<file path="src/hdl/stme_pkg.sv">
// constants shared by the standard timer mode engine
package stme_pkg;

  // ****************************************************************
  // register offsets (byte addresses)
  // ****************************************************************
  localparam logic [7:0] OFF_CTRL0  = 8'h00;
  localparam logic [7:0] OFF_CTRL1  = 8'h04;
  localparam logic [7:0] OFF_CMPA   = 8'h08;
  localparam logic [7:0] OFF_PERIOD = 8'h0C;
  localparam logic [7:0] OFF_COUNT  = 8'h10;
  localparam logic [7:0] OFF_STATUS = 8'h14;

  // ****************************************************************
  // field positions
  // ****************************************************************
  localparam int C0_PAUSE   = 7;
  localparam int C0_CKS_LO  = 4;
  localparam int C0_ENABLE  = 3;
  localparam int C1_MODE_LO = 6;
  localparam int C1_FUNC_LO = 4;
  localparam int C1_OCTL    = 3;
  localparam int C1_INV     = 2;
  localparam int C1_SWAP    = 1;
  localparam int C1_CLR     = 0;
  localparam int ST_A       = 0;
  localparam int ST_P       = 1;

  // ****************************************************************
  // reset values
  // ****************************************************************
  localparam logic [7:0]  RST_CTRL0  = 8'h00;
  localparam logic [7:0]  RST_CTRL1  = 8'h00;
  localparam logic [15:0] RST_CMPA   = 16'h0000;
  localparam logic [7:0]  RST_PERIOD = 8'h00;

  // ****************************************************************
  // encodings
  // ****************************************************************
  typedef enum logic [1:0] {
    MODE_CMP = 2'h0,
    MODE_CAP = 2'h1,
    MODE_PWM = 2'h2,
    MODE_TC  = 2'h3
  } stme_mode_t;

  localparam logic [1:0] FUNC_INACT  = 2'h0;
  localparam logic [1:0] FUNC_ACT    = 2'h1;
  localparam logic [1:0] FUNC_PWM    = 2'h2;
  localparam logic [1:0] FUNC_PULSE  = 2'h3;
  localparam logic [1:0] CAP_RISE    = 2'h0;
  localparam logic [1:0] CAP_FALL    = 2'h1;
  localparam logic [1:0] CAP_BOTH    = 2'h2;
  localparam logic [1:0] CMP_LOW     = 2'h1;
  localparam logic [1:0] CMP_HIGH    = 2'h2;
  localparam logic [1:0] CMP_TOGGLE  = 2'h3;

  localparam logic [2:0] CKS_DIV4     = 3'h0;
  localparam logic [2:0] CKS_DIV16    = 3'h2;
  localparam logic [2:0] CKS_DIV64    = 3'h3;
  localparam logic [2:0] CKS_EXT_RISE = 3'h6;
  localparam logic [2:0] CKS_EXT_FALL = 3'h7;

  localparam logic [16:0] FULL_SPAN   = 17'h10000;
  localparam logic [1:0]  RESP_OKAY   = 2'h0;
  localparam logic [1:0]  RESP_SLVERR = 2'h2;

endpackage : stme_pkg

</file>
<file path="src/hdl/stme_pin_sync.sv">
// two-flop pin synchroniser with edge detection
`timescale 1ns/1ps

module stme_pin_sync (
  input  wire logic aclk,
  input  wire logic aresetn,
  input  wire logic pin,
  output logic      level,
  output logic      rise,
  output logic      fall
);

  logic meta;
  logic last;

  // first stage is read only by the second stage
  always_ff @(posedge aclk) begin
    if (!aresetn) begin
      meta  <= 1'b0;
      level <= 1'b0;
      last  <= 1'b0;
    end else begin
      meta  <= pin;
      level <= meta;
      last  <= level;
    end
  end

  assign rise = level & ~last;
  assign fall = ~level & last;

endmodule : stme_pin_sync

</file>
<file path="src/hdl/stme_timer.sv">
// standard timer mode engine with axi4-lite register slave
// Function
// - mode 11 acts like compare-match mode with same flags, pin not driven
// - pwm runs when mode is 10 and output function is 10
// - pwm ignores clear select; swap bit picks period and duty registers
// - pwm sets flag a on every a match, flag p on every p match
// - pwm level bit sets active level, function forces or passes, invert last
// - forced pin levels in pwm leave counter and comparisons running
// - swap clear: period is p times 256 or 65536; duty is a clocks
// - duty at or above period keeps output active whole period
// - swap set: period from a; duty p times 256 or 65536
// - single pulse: external pin active edge sets enable
// - enable rise starts counter and pulse; enable clear ends pulse
// - single pulse: a match clears enable and raises flag a
// - single pulse: counter zeroed only on enable rise; p, clear, swap unused
// - capture mode is 01; enable starts counter; function picks edge
// - capture edge copies counter into compare a and raises flag
// - capture counter free runs; p match zeroes counter, raises flag
// - capture function 11 disables capture, counter keeps running
// - capture drives no output; zero p lets counter reach maximum
// - pwm function codes: inactive, active, pwm, single pulse
// - capture function codes: rise, fall, both, disabled
// - period value supplies bits 15..8 of the period length, multiples of 256
`timescale 1ns/1ps

module stme_timer (
  input  wire logic        aclk,
  input  wire logic        aresetn,
  input  wire logic [7:0]  s_axi_awaddr,
  input  wire logic        s_axi_awvalid,
  output logic             s_axi_awready,
  input  wire logic [31:0] s_axi_wdata,
  input  wire logic [3:0]  s_axi_wstrb,
  input  wire logic        s_axi_wvalid,
  output logic             s_axi_wready,
  output logic [1:0]       s_axi_bresp,
  output logic             s_axi_bvalid,
  input  wire logic        s_axi_bready,
  input  wire logic [7:0]  s_axi_araddr,
  input  wire logic        s_axi_arvalid,
  output logic             s_axi_arready,
  output logic [31:0]      s_axi_rdata,
  output logic [1:0]       s_axi_rresp,
  output logic             s_axi_rvalid,
  input  wire logic        s_axi_rready,
  input  wire logic        ext_clock_pin,
  input  wire logic        timer_io_in,
  output logic             timer_io_out,
  output logic             timer_io_oe
);

  // ****************************************************************
  // functions
  // ****************************************************************
  function automatic logic [15:0] merge16(input logic [15:0] old, input logic [31:0] d,
                                          input logic [3:0] strb);
    logic [15:0] r;
    r = old;
    if (strb[0]) r[7:0] = d[7:0];
    if (strb[1]) r[15:8] = d[15:8];
    return r;
  endfunction : merge16

  function automatic logic mapped(input logic [7:0] a);
    return (a == stme_pkg::OFF_CTRL0) || (a == stme_pkg::OFF_CTRL1) ||
           (a == stme_pkg::OFF_CMPA) || (a == stme_pkg::OFF_PERIOD) ||
           (a == stme_pkg::OFF_COUNT) || (a == stme_pkg::OFF_STATUS);
  endfunction : mapped

  // ****************************************************************
  // registers and state
  // ****************************************************************
  logic [7:0]  ctrl0;
  logic [7:0]  ctrl1;
  logic [15:0] compare_a_value;
  logic [7:0]  period_compare_value;
  logic [15:0] count;
  logic        match_a_flag;
  logic        match_p_flag;
  logic        enable_d;
  logic        cmp_state;
  logic [5:0]  presc;
  logic        aw_hold;
  logic        w_hold;
  logic [7:0]  aw_addr;
  logic [31:0] w_data;
  logic [3:0]  w_strb;

  stme_pkg::stme_mode_t mode;
  logic [1:0]  out_func;
  logic        timer_enable;
  logic        next_enable;
  logic        next_aw_hold;
  logic        next_w_hold;
  logic        next_bvalid;
  logic        next_rvalid;
  logic        do_write;
  logic        wr_ctrl0;
  logic        wr_ctrl1;
  logic        wr_cmpa;
  logic        wr_status;
  logic        ext_level;
  logic        ext_rise;
  logic        ext_fall;
  logic        io_level;
  logic        io_rise;
  logic        io_fall;
  logic        ext_edge;
  logic        tick;
  logic        count_en;
  logic        en_rise;
  logic        single;
  logic [16:0] p_len;
  logic [16:0] per_len;
  logic [16:0] duty_len;
  logic [16:0] count_p1;
  logic        a_hit;
  logic        p_hit;
  logic        end_hit;
  logic        a_event;
  logic        p_event;
  logic        cap_event;
  logic        pwm_active;
  logic        next_pin;
  logic        next_oe;

  assign mode         = stme_pkg::stme_mode_t'(ctrl1[stme_pkg::C1_MODE_LO +: 2]);
  assign out_func     = ctrl1[stme_pkg::C1_FUNC_LO +: 2];
  assign timer_enable = ctrl0[stme_pkg::C0_ENABLE];

  // ****************************************************************
  // pin synchronisers
  // ****************************************************************
  stme_pin_sync u_ext_sync (
    .aclk    (aclk),
    .aresetn (aresetn),
    .pin     (ext_clock_pin),
    .level   (ext_level),
    .rise    (ext_rise),
    .fall    (ext_fall)
  );

  stme_pin_sync u_io_sync (
    .aclk    (aclk),
    .aresetn (aresetn),
    .pin     (timer_io_in),
    .level   (io_level),
    .rise    (io_rise),
    .fall    (io_fall)
  );

  // ****************************************************************
  // axi4-lite slave
  // ****************************************************************
  assign do_write     = aw_hold & w_hold;
  assign next_aw_hold = do_write ? 1'b0 : (aw_hold | (s_axi_awvalid & s_axi_awready));
  assign next_w_hold  = do_write ? 1'b0 : (w_hold | (s_axi_wvalid & s_axi_wready));
  assign next_bvalid  = do_write | (s_axi_bvalid & ~s_axi_bready);
  assign next_rvalid  = (s_axi_arvalid & s_axi_arready) | (s_axi_rvalid & ~s_axi_rready);
  assign wr_ctrl0     = do_write && aw_addr == stme_pkg::OFF_CTRL0 && w_strb[0];
  assign wr_ctrl1     = do_write && aw_addr == stme_pkg::OFF_CTRL1 && w_strb[0];
  assign wr_cmpa      = do_write && aw_addr == stme_pkg::OFF_CMPA;
  assign wr_status    = do_write && aw_addr == stme_pkg::OFF_STATUS && w_strb[0];

  always_ff @(posedge aclk) begin
    if (!aresetn) begin
      aw_hold       <= 1'b0;
      w_hold        <= 1'b0;
      aw_addr       <= 8'h00;
      w_data        <= 32'h00000000;
      w_strb        <= 4'h0;
      s_axi_awready <= 1'b0;
      s_axi_wready  <= 1'b0;
      s_axi_bvalid  <= 1'b0;
      s_axi_bresp   <= stme_pkg::RESP_OKAY;
    end else begin
      aw_hold       <= next_aw_hold;
      w_hold        <= next_w_hold;
      s_axi_awready <= ~next_aw_hold & ~next_bvalid;
      s_axi_wready  <= ~next_w_hold & ~next_bvalid;
      s_axi_bvalid  <= next_bvalid;
      if (s_axi_awvalid && s_axi_awready) begin
        aw_addr <= s_axi_awaddr;
      end
      if (s_axi_wvalid && s_axi_wready) begin
        w_data <= s_axi_wdata;
        w_strb <= s_axi_wstrb;
      end
      if (do_write) begin
        s_axi_bresp <= mapped(aw_addr) ? stme_pkg::RESP_OKAY : stme_pkg::RESP_SLVERR;
      end
    end
  end

  // read data is a snapshot taken when the address is accepted
  always_ff @(posedge aclk) begin
    if (!aresetn) begin
      s_axi_arready <= 1'b0;
      s_axi_rvalid  <= 1'b0;
      s_axi_rdata   <= 32'h00000000;
      s_axi_rresp   <= stme_pkg::RESP_OKAY;
    end else begin
      s_axi_arready <= ~next_rvalid;
      s_axi_rvalid  <= next_rvalid;
      if (s_axi_arvalid && s_axi_arready) begin
        s_axi_rresp <= mapped(s_axi_araddr) ? stme_pkg::RESP_OKAY : stme_pkg::RESP_SLVERR;
        unique case (s_axi_araddr)
          stme_pkg::OFF_CTRL0:  s_axi_rdata <= {24'h000000, ctrl0};
          stme_pkg::OFF_CTRL1:  s_axi_rdata <= {24'h000000, ctrl1};
          stme_pkg::OFF_CMPA:   s_axi_rdata <= {16'h0000, compare_a_value};
          stme_pkg::OFF_PERIOD: s_axi_rdata <= {24'h000000, period_compare_value};
          stme_pkg::OFF_COUNT:  s_axi_rdata <= {16'h0000, count};
          stme_pkg::OFF_STATUS: s_axi_rdata <= {30'h00000000, match_p_flag, match_a_flag};
          default:              s_axi_rdata <= 32'h00000000;
        endcase
      end
    end
  end

  // ****************************************************************
  // clock selection and counter
  // ****************************************************************
  // internal sources are prescaled from aclk; codes 001, 100 and 101 count every aclk
  always_comb begin
    unique case (ctrl0[stme_pkg::C0_CKS_LO +: 3])
      stme_pkg::CKS_DIV4:     tick = presc[1:0] == 2'h3;
      stme_pkg::CKS_DIV16:    tick = presc[3:0] == 4'hF;
      stme_pkg::CKS_DIV64:    tick = presc == 6'h3F;
      stme_pkg::CKS_EXT_RISE: tick = ext_rise;
      stme_pkg::CKS_EXT_FALL: tick = ext_fall;
      default:                tick = 1'b1;
    endcase
  end

  assign single   = mode == stme_pkg::MODE_PWM && out_func == stme_pkg::FUNC_PULSE;
  assign ext_edge = (ctrl0[stme_pkg::C0_CKS_LO +: 3] == stme_pkg::CKS_EXT_FALL) ?
                    ext_fall : ext_rise;
  assign en_rise  = timer_enable & ~enable_d;
  assign count_en = timer_enable & ~ctrl0[stme_pkg::C0_PAUSE] & tick;
  assign count_p1 = {1'b0, count} + 17'h00001;
  // a zero period value means the full 16-bit span
  assign p_len    = (period_compare_value == 8'h00) ? stme_pkg::FULL_SPAN :
                    {1'b0, period_compare_value, 8'h00};
  assign per_len  = (mode == stme_pkg::MODE_PWM && ctrl1[stme_pkg::C1_SWAP]) ?
                    {1'b0, compare_a_value} : p_len;
  assign duty_len = ctrl1[stme_pkg::C1_SWAP] ? p_len : {1'b0, compare_a_value};
  assign a_hit    = count == compare_a_value;
  assign p_hit    = count_p1 == p_len;

  // clear select only matters in compare and timer modes; pwm ignores it
  always_comb begin
    unique case (mode)
      stme_pkg::MODE_CMP,
      stme_pkg::MODE_TC:  end_hit = ctrl1[stme_pkg::C1_CLR] ? a_hit : p_hit;
      stme_pkg::MODE_CAP: end_hit = p_hit;
      stme_pkg::MODE_PWM: end_hit = single ? 1'b0 : (count_p1 == per_len);
    endcase
  end

  assign a_event   = count_en & a_hit & (mode != stme_pkg::MODE_CAP);
  assign p_event   = count_en & p_hit & ~single &
                     ~((mode == stme_pkg::MODE_CMP || mode == stme_pkg::MODE_TC) &&
                       ctrl1[stme_pkg::C1_CLR]);
  assign cap_event = mode == stme_pkg::MODE_CAP && timer_enable &&
                     ((out_func == stme_pkg::CAP_RISE && io_rise) ||
                      (out_func == stme_pkg::CAP_FALL && io_fall) ||
                      (out_func == stme_pkg::CAP_BOTH && (io_rise || io_fall)));

  // counter restarts from zero only on the enable rising edge in single pulse mode
  always_ff @(posedge aclk) begin
    if (!aresetn) begin
      count    <= 16'h0000;
      presc    <= 6'h00;
      enable_d <= 1'b0;
    end else begin
      presc    <= presc + 6'h01;
      enable_d <= timer_enable;
      if (en_rise) begin
        count <= 16'h0000;
      end else if (count_en) begin
        count <= end_hit ? 16'h0000 : count_p1[15:0];
      end
    end
  end

  // ****************************************************************
  // control registers
  // ****************************************************************
  // hardware set or clear of enable overrides a software write in the same cycle
  always_comb begin
    next_enable = wr_ctrl0 ? w_data[stme_pkg::C0_ENABLE] : timer_enable;
    if (single && ext_edge) next_enable = 1'b1;
    if (single && a_event) next_enable = 1'b0;
  end

  always_ff @(posedge aclk) begin
    if (!aresetn) begin
      ctrl0 <= stme_pkg::RST_CTRL0;
    end else begin
      if (wr_ctrl0) ctrl0[7:4] <= w_data[7:4];
      ctrl0[stme_pkg::C0_ENABLE] <= next_enable;
    end
  end

  always_ff @(posedge aclk) begin
    if (!aresetn) begin
      ctrl1                <= stme_pkg::RST_CTRL1;
      period_compare_value <= stme_pkg::RST_PERIOD;
    end else begin
      if (wr_ctrl1) ctrl1 <= w_data[7:0];
      if (do_write && aw_addr == stme_pkg::OFF_PERIOD && w_strb[0]) begin
        period_compare_value <= w_data[7:0];
      end
    end
  end

  // a capture in the same cycle as a bus write keeps the captured value
  always_ff @(posedge aclk) begin
    if (!aresetn) begin
      compare_a_value <= stme_pkg::RST_CMPA;
    end else if (cap_event) begin
      compare_a_value <= count;
    end else if (wr_cmpa) begin
      compare_a_value <= merge16(compare_a_value, w_data, w_strb);
    end
  end

  // status bits are write-one-to-clear; a new event wins over the clear
  always_ff @(posedge aclk) begin
    if (!aresetn) begin
      match_a_flag <= 1'b0;
      match_p_flag <= 1'b0;
    end else begin
      match_a_flag <= (a_event | cap_event) |
                      (match_a_flag & ~(wr_status & w_data[stme_pkg::ST_A]));
      match_p_flag <= p_event |
                      (match_p_flag & ~(wr_status & w_data[stme_pkg::ST_P]));
    end
  end

  // ****************************************************************
  // output pin
  // ****************************************************************
  // full duty does not depend on the count, so a shortened period cannot glitch it
  assign pwm_active = ({1'b0, count} < duty_len) || (duty_len >= per_len);

  always_comb begin
    next_pin = 1'b0;
    next_oe  = 1'b0;
    unique case (mode)
      stme_pkg::MODE_PWM: begin
        next_oe = 1'b1;
        unique case (out_func)
          stme_pkg::FUNC_INACT: next_pin = ~ctrl1[stme_pkg::C1_OCTL];
          stme_pkg::FUNC_ACT:   next_pin = ctrl1[stme_pkg::C1_OCTL];
          stme_pkg::FUNC_PWM:   next_pin = pwm_active ~^ ctrl1[stme_pkg::C1_OCTL];
          stme_pkg::FUNC_PULSE: next_pin = timer_enable ~^ ctrl1[stme_pkg::C1_OCTL];
        endcase
        next_pin = next_pin ^ ctrl1[stme_pkg::C1_INV];
      end
      stme_pkg::MODE_CMP: begin
        next_oe  = 1'b1;
        next_pin = cmp_state ^ ctrl1[stme_pkg::C1_INV];
      end
      default: begin
        next_oe  = 1'b0;
        next_pin = 1'b0;
      end
    endcase
  end

  // compare-match pin state: initial level on enable rise, changed by a matches
  always_ff @(posedge aclk) begin
    if (!aresetn) begin
      cmp_state    <= 1'b0;
      timer_io_out <= 1'b0;
      timer_io_oe  <= 1'b0;
    end else begin
      timer_io_out <= next_pin;
      timer_io_oe  <= next_oe;
      if (en_rise) begin
        cmp_state <= ctrl1[stme_pkg::C1_OCTL];
      end else if (a_event && mode == stme_pkg::MODE_CMP) begin
        unique case (out_func)
          stme_pkg::CMP_LOW:    cmp_state <= 1'b0;
          stme_pkg::CMP_HIGH:   cmp_state <= 1'b1;
          stme_pkg::CMP_TOGGLE: cmp_state <= ~cmp_state;
          default:              cmp_state <= cmp_state;
        endcase
      end
    end
  end
endmodule : stme_timer

</file>
<file path="config.mk">
export PLATFORM = sky130hd
export DESIGN_NAME = stme_timer
export DESIGN_NICKNAME = d
export VERILOG_FILES = /design/src/hdl/stme_pkg.sv /design/src/hdl/stme_pin_sync.sv /design/src/hdl/stme_timer.sv
export SDC_FILE = /design/constraint.sdc
export NUM_CORES = 1
export LEC_CHECK = 0
export ABC_CLOCK_PERIOD_IN_PS = 3000
export BUFFER_PORTS_ARGS = -buffer_cell sky130_fd_sc_hd__buf_4
export CORE_ASPECT_RATIO = 2
export CORE_MARGIN = 1
export CORE_UTILIZATION = 53
export DETAILED_ROUTE_END_ITERATION = 6
export GPL_TIMING_DRIVEN = 1
export PLACE_DENSITY = 0.81
export SYNTH_ARGS = -nofsm -noshare
export SYNTH_HDL_FRONTEND = slang
export SYNTH_HIERARCHICAL = 1
export SYNTH_SLANG_ARGS = --single-unit
export TNS_END_PERCENT = 1
</file>
<file path="constraint.sdc">
create_clock -name aclk -period 3 [get_ports aclk]
set_input_delay 0.15 -clock aclk [delete_from_list [all_inputs] [get_ports aclk]]
set_output_delay 0.15 -clock aclk [all_outputs]
set_load 0.005 [all_outputs]
</file>
-- Word level (Yosys, flattened, before mapping)
Cells that the tools add are included.
- input port bits: 61
- word-level logic and storage cells: 202
- register bits: 140
- output and inout port bits: 43
- $add $sub $neg: 2
- reductions and logical operators: 57
- bitwise logic cells: 54
- order comparisons: 2
- muxes and demuxes: 27
- equal/unequal tests: 27
- operators by type and width (operator ; count):
    case mux 16 bit (6 select lines) ; 1
    2-to-1 mux 17 bit ; 3
    2-to-1 mux 16 bit ; 3
    equality test 17 bit ; 2
    equality test 8 x 4 -> 1 bit, second input constant ; 4
    equality test 8 x 5 -> 1 bit, second input constant ; 4
    bitwise AND 1 bit ; 24
    zero test 8 bit ; 3
    logical AND 1 bit ; 23
    NOT 1 bit ; 19
    adder 16 x 1 -> 17 bit, second input constant ; 1
    greater-or-equal comparator 17 bit ; 1
    less-than comparator 16 x 17 -> 1 bit ; 1
    equality test 16 bit ; 1
    equality test 8 x 3 -> 1 bit, second input constant ; 2
    2-to-1 mux 8 bit ; 2
    logical OR 1 bit ; 15
    2-to-1 mux 1 bit ; 11
    equality test 2 bit, second input constant ; 5
    nonzero test 2 bit ; 5
    OR reduction 2 bit ; 4
    bitwise OR 1 bit ; 7
    adder 6 x 1 -> 6 bit, second input constant ; 1
    equality test 3 x 2 -> 1 bit, second input constant ; 2
    other kinds (16) ; 25

-- Logic depth before layout (Yosys ltp)
Gate-level depths: netlist of the first run.
- word-level depth: 10
- depth in mapped cells: 15
- depth with buffers taken out: 14

-- Hierarchy
Netlist of the first run, hierarchy kept.
- by module, submodules not included (module ; cells an instance ; times used ; area an instance (µm²) ; seq. area each (µm²)):
    stme_timer ; 919 ; 1 ; 7333.3 ; 2322.2
    stme_pin_sync ; 8 ; 2 ; 91.3 ; 60.1

-- Worst setup path after synthesis of the first run
Ideal clock, no wire load.
- path type: flip-flop to flip-flop
- start point: register ctrl1[6]
- end point: register timer_io_out
- library setup time: 116 ps
- arrival time: 3116 ps
- data required time: 2884 ps
- cell stages (with the launch flop): 15
- path buffers: 1
- period minus slack after synthesis: 3231 ps
- setup slack: -231 ps
- cell sequence: dfxtp_1 inv_1 ha_1 nand2_1 buf_1 mux2i_1 ha_1 nor2b_1 o21ai_0 or4b_2 a21oi_1 o21ai_0 mux2i_1 a21oi_1 and3b_1
- cells in the longest elaborated chain, start to end: 10
- elaborated cells between the ends (all ways): 11
- classes of those cells: 1 x order compare; 1 x eq/ne; 4 x mux; 2 x bitwise; 3 x reduce/logical
- RTL lines (element ; RTL line ; source):
    start, declared ; stme_timer.sv:74 ; logic [7:0] ctrl1;
    start signal, assigned ; stme_timer.sv:307 ; ctrl1 <= stme_pkg::RST_CTRL1;
    start signal, assigned ; stme_timer.sv:310 ; if (wr_ctrl1) ctrl1 <= w_data[7:0];
    equality test 2 bit ; stme_timer.sv:244, stme_timer.sv:350 ;
    logical AND 1 bit ; stme_timer.sv:244 ; assign per_len = (mode == stme_pkg::MODE_PWM && ctrl1[stme_pkg::C1_SWAP]) ?
    2-to-1 mux 17 bit ; stme_timer.sv:244 ;
    greater-or-equal comparator 17 bit ; stme_timer.sv:345 ; assign pwm_active = ({1'b0, count} < duty_len) || (duty_len >= per_len);
    logical OR 1 bit ; stme_timer.sv:345 ;
    bitwise XNOR 1 bit ; stme_timer.sv:356 ; stme_pkg::FUNC_PWM: next_pin = pwm_active ~^ ctrl1[stme_pkg::C1_OCTL];
    case mux 1 bit (4 select lines) ; stme_timer.sv:353 ; unique case (out_func)
    2-to-1 mux 1 bit ; stme_timer.sv:350 ; unique case (mode)
    bitwise XOR 1 bit ; stme_timer.sv:359 ; next_pin = next_pin ^ ctrl1[stme_pkg::C1_INV];
    case mux 1 bit (2 select lines) (*) ; stme_timer.sv:350 ;
    end signal, assigned ; stme_timer.sv:379 ; timer_io_out <= next_pin;
    end, declared ; stme_timer.sv:48 ; output logic timer_io_out,
Mark *: on every way between the ends. The rest lies on a longest branch, timed or not. The select of a mux whose other input is x is not followed.
A chain may end at the register's enable or synchronous reset.

-- Worst setup path in the final report of the first run
- start point: register count[2]
- end point: register count[5]
- cells in the longest elaborated chain, start to end: 5
- elaborated cells between the ends (all ways): 8
- classes of those cells: 1 x add/sub; 3 x eq/ne; 4 x mux
- RTL lines (element ; RTL line ; source):
    start, declared ; stme_timer.sv:77 ; logic [15:0] count;
    start signal, assigned ; stme_timer.sv:281 ; count <= end_hit ? 16'h0000 : count_p1[15:0];
    adder 16 x 1 -> 17 bit ; stme_timer.sv:240 ; assign count_p1 = {1'b0, count} + 17'h00001;
    equality test 17 bit, on equally long branches ; stme_timer.sv:256, stme_timer.sv:248 ;
    2-to-1 mux 1 bit, on equally long branches ; stme_timer.sv:256, stme_timer.sv:254 ;
    case mux 1 bit (3 select lines) ; stme_timer.sv:252 ; unique case (mode)
    2-to-1 mux 16 bit (*) ; stme_timer.sv:281 ;
Mark *: on every way between the ends. The rest lies on a longest branch, timed or not.

==> flow_summary.yaml, run 1 <==
floorplan:
  initial_utilization_pct: 54.1
  coreArea_um2: 13900
  die_w_um: 86.2
  io_pins: 104
  die_h_um: 170
  die_area_um2: 14700
  core.rowCount: 61
timing:
  finalSetupTns_ns: -0.202
  slew_headroom_pct: 45.8
  skew_ns: 0.00941
  setup_ws_ns: -0.0406
  worst_pin_slew_ns: 0.812
  finalCritPeriodShare_pct: 101
  rsz0062_at_grt: "true"
  max_freq_ghz: 0.329
  drv_slew: 0
  post-route-min-period_ns: 3.04
  hold_violations: 0
  setup_violations: 7
  hold-worst-slack_ns: 0.00157
power:
  totalPowerFinal_w: 0.00421
  p_per_area_nw_per_um2: 416
  peakVddDrop_mv: 0.593
  power_leakage_nw: 4.35
detailed_routing:
  ant_nets: 0
  wirelength_mm: 29.2
  first_pass_iters: 5
  drcViolationCount: 0
  vias: 8114
  drt_iter0_markers: 660
  vias_per_cell: 6.22
  wl_per_cell_um: 22.4
logic_synthesis:
  yosysTopAreaCell: "dfxtp_1"
  yosys_warnings: 6
  synth_edf_count: 0
  synth_top_area_share_pct: 32.5
  yosys_register_bits: 122
  synth_cell_type_count: 61
  synth.most_common_cell: "dfxtp_1"
  synth_common_cells: "dfxtp_1, nor2_1, nand2_1"
  yosysSeqAreaShare_pct: 32.5
  netlist_instances: 935
  avgSynthCellArea_um2: 8.04
  postSynth.asyncResetShare_pct: 0
  synth_ff_type: "dfxtp_1"
  synth_area_um2: 7520
  synth_area_leaders: "dfxtp_1, mux2i_1, ha_1, a21oi_1, nor2_1"
final_layout:
  drive_gt1_share_pct: 25.7
  diodes: 0
  layout.nets: 1197
  area_delta_synth_final_pct: 34.6
  fill_cells: 1014
clocking:
  clock_latency_ns: 0.44
  cts_made_buffers: 17
  cts_sinks: 122
  clk_transition_reported_paths_ns: 0.06
  clockRootBuffer: "clkbuf_16"
  ctsLongestPathBuffers: 2
  htreeDepth: 4
  tritoncts: "yes"
placed_design:
  place_hpwl_mm: 19.4
  globalplace.congestion: 1.06
  port-buffer-count: 67
  pre_cts_slack_ns: -0.209
critical_path:
  critPathRequiredTime_ns: 3.31
  crit_path_end: "count[5]"
  setup.worst_path.start: "count[2]"
  worst-r2r-cell-count: 11
  r2r_end: "count[5]"
  r2r-start: "count[2]"
  critPathMaxFanout: 10
  worst_setup_path_start_kind: "flop"
  cp-end-kind: "flop"
  reg2reg_slack_ns: -0.04
  worstSetupPathType: "reg -> reg"
  crit_arrival_ns: 3.35
min_path:
  hp-class: "in -> reg"
grt:
  grt_pass1_vias: 8029
  grt_overflow: 0
  grt_max_degree: 78
  antenna_found_initial: 0
  track_usage_pct: 39.5
  grt_pass1_wl_mm: 42.8
run_status:
  outcome: "complete, but fails checks"
  violations: "setup timing"
run:
  cap_violations: 0
-- state kept, by name (all words and copies together) (netlist names), 2 cells and up --
signal and flops:
compare_a_value 16, count 16, s_axi_rdata 16, w_data 16, aw_addr 8, ctrl1 8, period_compare_value 8, presc 6
ctrl0 5, w_strb 2
-- through the flow --
step	instances	instance area [um2]	util (%)
after floorplan	952	7600	-
after detailed placement	1236	8790	63.2
final	1304	10100	72.8
after global routing	1304	10100	72.8
after global placement	1236	8790	63.2
after CTS	1293	9730	70.1
-- power breakdown --
| part | leakage [nW] | switching, W | internal, W | total, W |
|---|---|---|---|---|
| logic | 3.04 | 0.000120 | 0.000107 | 0.000227 |
| clock network | 0.312 | 0.000822 | 0.00147 | 0.00229 |
| registers | 0.994 | 0.0000364 | 0.00165 | 0.00169 |
| total | 4.35 | 0.000978 | 0.00323 | 0.00421 |
-- placed cells by master (no fill, tap or decap), drive strengths merged, types with 12 or more instances in the layout --
cell	synthesis	routed
buf	34	183
dfxtp	122	122
nor2	107	107
nand2	103	103
a21oi	80	80
nand3	45	45
mux2i	45	45
ha	34	34
inv	27	29
dlygate4sd3	0	26
xor2	25	25
clkbuf	46	22
o21ai	22	22
a211oi	21	21
xnor2	19	19
conb	1	18
nand2b	18	18
a22oi	17	17
and2	14	14
nor3	14	14
nand4	14	14
mux2	12	12
-- critical path, cell delays in order, from the launching register on --
cell     delay (ns)
dfxtp_2        0.36
buf_6          0.17
nand4_1        0.26
nor2_1         0.35
nand3_1        0.39
xnor2_1        0.26
nor3_1         0.29
nand4_1        0.16
a21o_4         0.27
buf_12         0.16
a31oi_4        0.16
mux2i_1        0.08
-- per-layer routing --
metal / part of all wire, % / up-vias / global-route usage (%)
met2: 50 / 468 / 69.4
met1: 32 / 3827 / 37.6
met5: 0 / - / 0
met3: 7.1 / 197 / 8.44
met4: 11 / 0 / 35.1
li1: - / 3622 / -
-- kinds of logic after synthesis --
family                     share of synthesized area, %
other                                            0.0499
DFF                                                32.5
AOI/OAI and AO/OA                                  16.7
and+or+nand+nor                                    23.0
muxes                                              9.29
buffers and inverters                              6.53
adders and majority gates                          5.66
xor gates and xnor gates                           6.36
-- what timing repair did --
item                                    4_1_cts  5_1_grt
pin swaps                                     0        9
buffers inserted                              0        8
endpoints found under the setup margin       17       17
hold endpoints to repair                     25        1
cloned                                        0        2
resized for setup                            15       55
hold buffers                                 25        1
-- final cells by class --
cell class / instances / area [um2] / area share (%)
flip-flops and latches: 122 / 2460 / 24.3
clock buffers: 20 / 468 / 4.63
multi-input cells: 723 / 4930 / 48.7
repair buffers: 211 / 1740 / 17.2
well taps: 189 / 236 / 2.34
clock inverters: 12 / 184 / 1.82
inverters: 27 / 101 / 1.00
-- worst min-delay path by stage --
| stage | start | endpoint | slack, ns | cells past startpoint |
|---|---|---|---|---|
| finish | s_axi_awaddr[7] | aw_addr[7] | 0.002 | 3 |
| global route | s_axi_awaddr[7] | aw_addr[7] | 0.02 | 3 |
| CTS | s_axi_wdata[13] | w_data[13] | 0.003 | 3 |
| detailed placement | timer_io_in | u_io_sync/meta | 0.36 | 2 |
| global placement | timer_io_in | u_io_sync/meta | 0.36 | 2 |
| floorplan | aresetn | presc[1] | 0.27 | 1 |
Power figures use the tool's default switching activity.
==> run 2, diff against run 1 <==
CORE_MARGIN = 1.5   (was 1)
SETUP_SLACK_MARGIN = 0.2   (was default)
==> run 2 against run 1 <==
Net effect: the run ends with DRC, setup timing left; die area grew 1.8%; maximum frequency shrank 1.4%; critical path depth grew 1; hold slack lost 0.0015 ns; critical path type unchanged; critical endpoint is now count[8].
==> flow_summary.yaml, run 2 (synthesis gave the netlist of run 1 again) <==
timing:
  drv_slew: 0
  worst_pin_slew_ns: 1.33
  slew_headroom_pct: 11.0
  setup_violations: 7
  rsz0062_at_grt: "true"
  setup_ws_ns: -0.0834
  finalCritPeriodShare_pct: 103
  hold_violations: 0
  skew_ns: 0.0119
  max_freq_ghz: 0.324
  hold-worst-slack_ns: 0.0000180
  post-route-min-period_ns: 3.08
critical_path:
  cp-end-kind: "flop"
  crit_path_top_delay_cell: "nor4_2"
  r2r_end: "count[8]"
  critPathMaxFanout: 22
  path_depth: 12
  worst-r2r-cell-count: 12
  crit_path_end: "count[8]"
  crit_arrival_ns: 3.39
  crit_buf_inv: 3
  crit_chain: "buf_6 -> nand4_1 -> nor4_2 -> buf_4 -> xnor2_2 -> a211o_1 -> or3_1 -> o31a_1 -> a21o_1 -> buf_12 -> a31oi_4 -> mux2i_1"
  setup.worst_path.start: "count[4]"
  worstSetupPathType: "reg -> reg"
  worst_setup_path_start_kind: "flop"
  r2r-start: "count[4]"
  cpLargestDelayFamily: "simple AND/OR/NAND/NOR gates"
  reg2reg_slack_ns: -0.08
  critPathRequiredTime_ns: 3.31
  max_stage_delay_ns: 0.40
final_layout:
  final_cell_mix: "buf_4, dfxtp_1, nor2_1"
  instances_no_fill: 1286
  area_delta_synth_final_pct: 31.0
  drive_gt1_share_pct: 24.6
  design_area_um2: 9850
  fill_cells: 1032
  layout.nets: 1179
  diodes: 0
  layout_commonest_cell: "buf_4"
  fin_util_pct: 70.9
clocking:
  clk_transition_reported_paths_ns: 0.07
  htreeDepth: 4
  clockRootBuffer: "clkbuf_16"
  cts_made_buffers: 17
  tritoncts: "yes"
  cts_sinks: 122
  ctsLongestPathBuffers: 2
  clock_latency_ns: 0.43
detailed_routing:
  dr_wl_met3_mm: 1.94
  ant_nets: 0
  wl_per_cell_um: 22.1
  wirelength_mm: 28.4
  top_layer: "met4"
  wl_met2_mm: 14.3
  vias: 8132
  drt_iter0_markers: 727
  met1_length_mm: 9.26
  drcViolationCount: 2
  first_pass_iters: 7
  vias_per_cell: 6.32
floorplan:
  die_area_um2: 14900
  die_h_um: 171
  die_w_um: 87.2
  initial_utilization_pct: 54.1
  core.rowCount: 61
  coreArea_um2: 13900
  io_pins: 104
placed_design:
  place_hpwl_mm: 19.3
  place_inst: 1225
  port-buffer-count: 67
  globalplace.congestion: 1.01
  placed_area_um2: 8720
  pre_cts_slack_ns: -0.290
grt:
  grt_max_degree: 71
  track_usage_pct: 38.5
  grt_overflow: 0
  grt_pass1_wl_mm: 42.9
  grt_pass1_vias: 7985
  antenna_found_initial: 0
run_status:
  outcome: "complete, but fails checks"
  violations: "DRC, setup timing"
power:
  peakVddDrop_mv: 0.490
  power_leakage_nw: 4.24
  p_per_area_nw_per_um2: 416
min_path:
  hp-class: "in -> reg"
run:
  cap_violations: 0
run 2: final cells by class:
class                           count  area [um2]  area share (%)
Inverter                           27         101            1.03
Tap cell                          189         236            2.40
Timing Repair Buffer              193        1560            15.8
Clock buffer                       19         454            4.61
Multi-Input combinational cell    723        4880            49.6
Clock inverter                     13         158            1.60
Sequential cell                   122        2460            25.0
run 2: worst min path at each step:
| stage | start | cells after the start | slack, ns | endpoint |
|---|---|---|---|---|
| 2_1_floorplan | aresetn | 1 | 0.27 | presc[1] |
| 3_3_place_gp | ext_clock_pin | 2 | 0.36 | u_ext_sync/meta |
| 3_5_place_dp | ext_clock_pin | 2 | 0.36 | u_ext_sync/meta |
| 4_1_cts | s_axi_wdata[0] | 3 | 0.001 | w_data[0] |
| 5_1_grt | s_axi_awaddr[5] | 3 | 0.01 | aw_addr[5] |
| 6_report | s_axi_wdata[0] | 3 | 0.00002 | w_data[0] |
run 2: power by group:
part	internal, W	total [W]	switching, W
Clock	0.00130	0.00219	0.000891
Combinational	0.000102	0.000221	0.000118
Sequential	0.00165	0.00168	0.0000341
Total	0.00305	0.00409	0.00104
run 2: metal layers:
| metal | up-vias | GRT usage, % |
|---|---|---|
| met3 | 213 | 8.49 |
| met2 | 543 | 67.3 |
| met5 | - | 0 |
| li1 | 3569 | - |
| met1 | 3807 | 37.8 |
| met4 | 0 | 31.9 |
run 2: what timing repair did:
| item | in CTS | in global routing |
|---|---|---|
| buffers inserted | 4 | 2 |
| endpoints found under the hold margin | 23 | 0 |
| gates cloned | 0 | 0 |
| endpoints found under the setup margin | 17 | 19 |
| resized for setup | 37 | 21 |
| hold buffers | 23 | 0 |
| pin swaps | 10 | 7 |
run 2: metrics by stage:
stage | TNS (ns) | total power [W]
after floorplan | 0 | 0.00182
after global routing | -1.49 | 0.00417
after detailed placement | -2.89 | 0.00190
final | -0.252 | 0.00409
after CTS | 0 | 0.00407
after global placement | -2.12 | 0.00190
run 2: worst reg2reg max path, delay by kind of cell, from the launching register on:
| family | cells | cell delay, ns |
|---|---|---|
| compound gates | 4 | 0.94 |
| xor+xnor | 1 | 0.07 |
| mux | 1 | 0.11 |
| buf+inv | 3 | 0.49 |
| flops | 1 | 0.34 |
| simple gates | 3 | 1.01 |
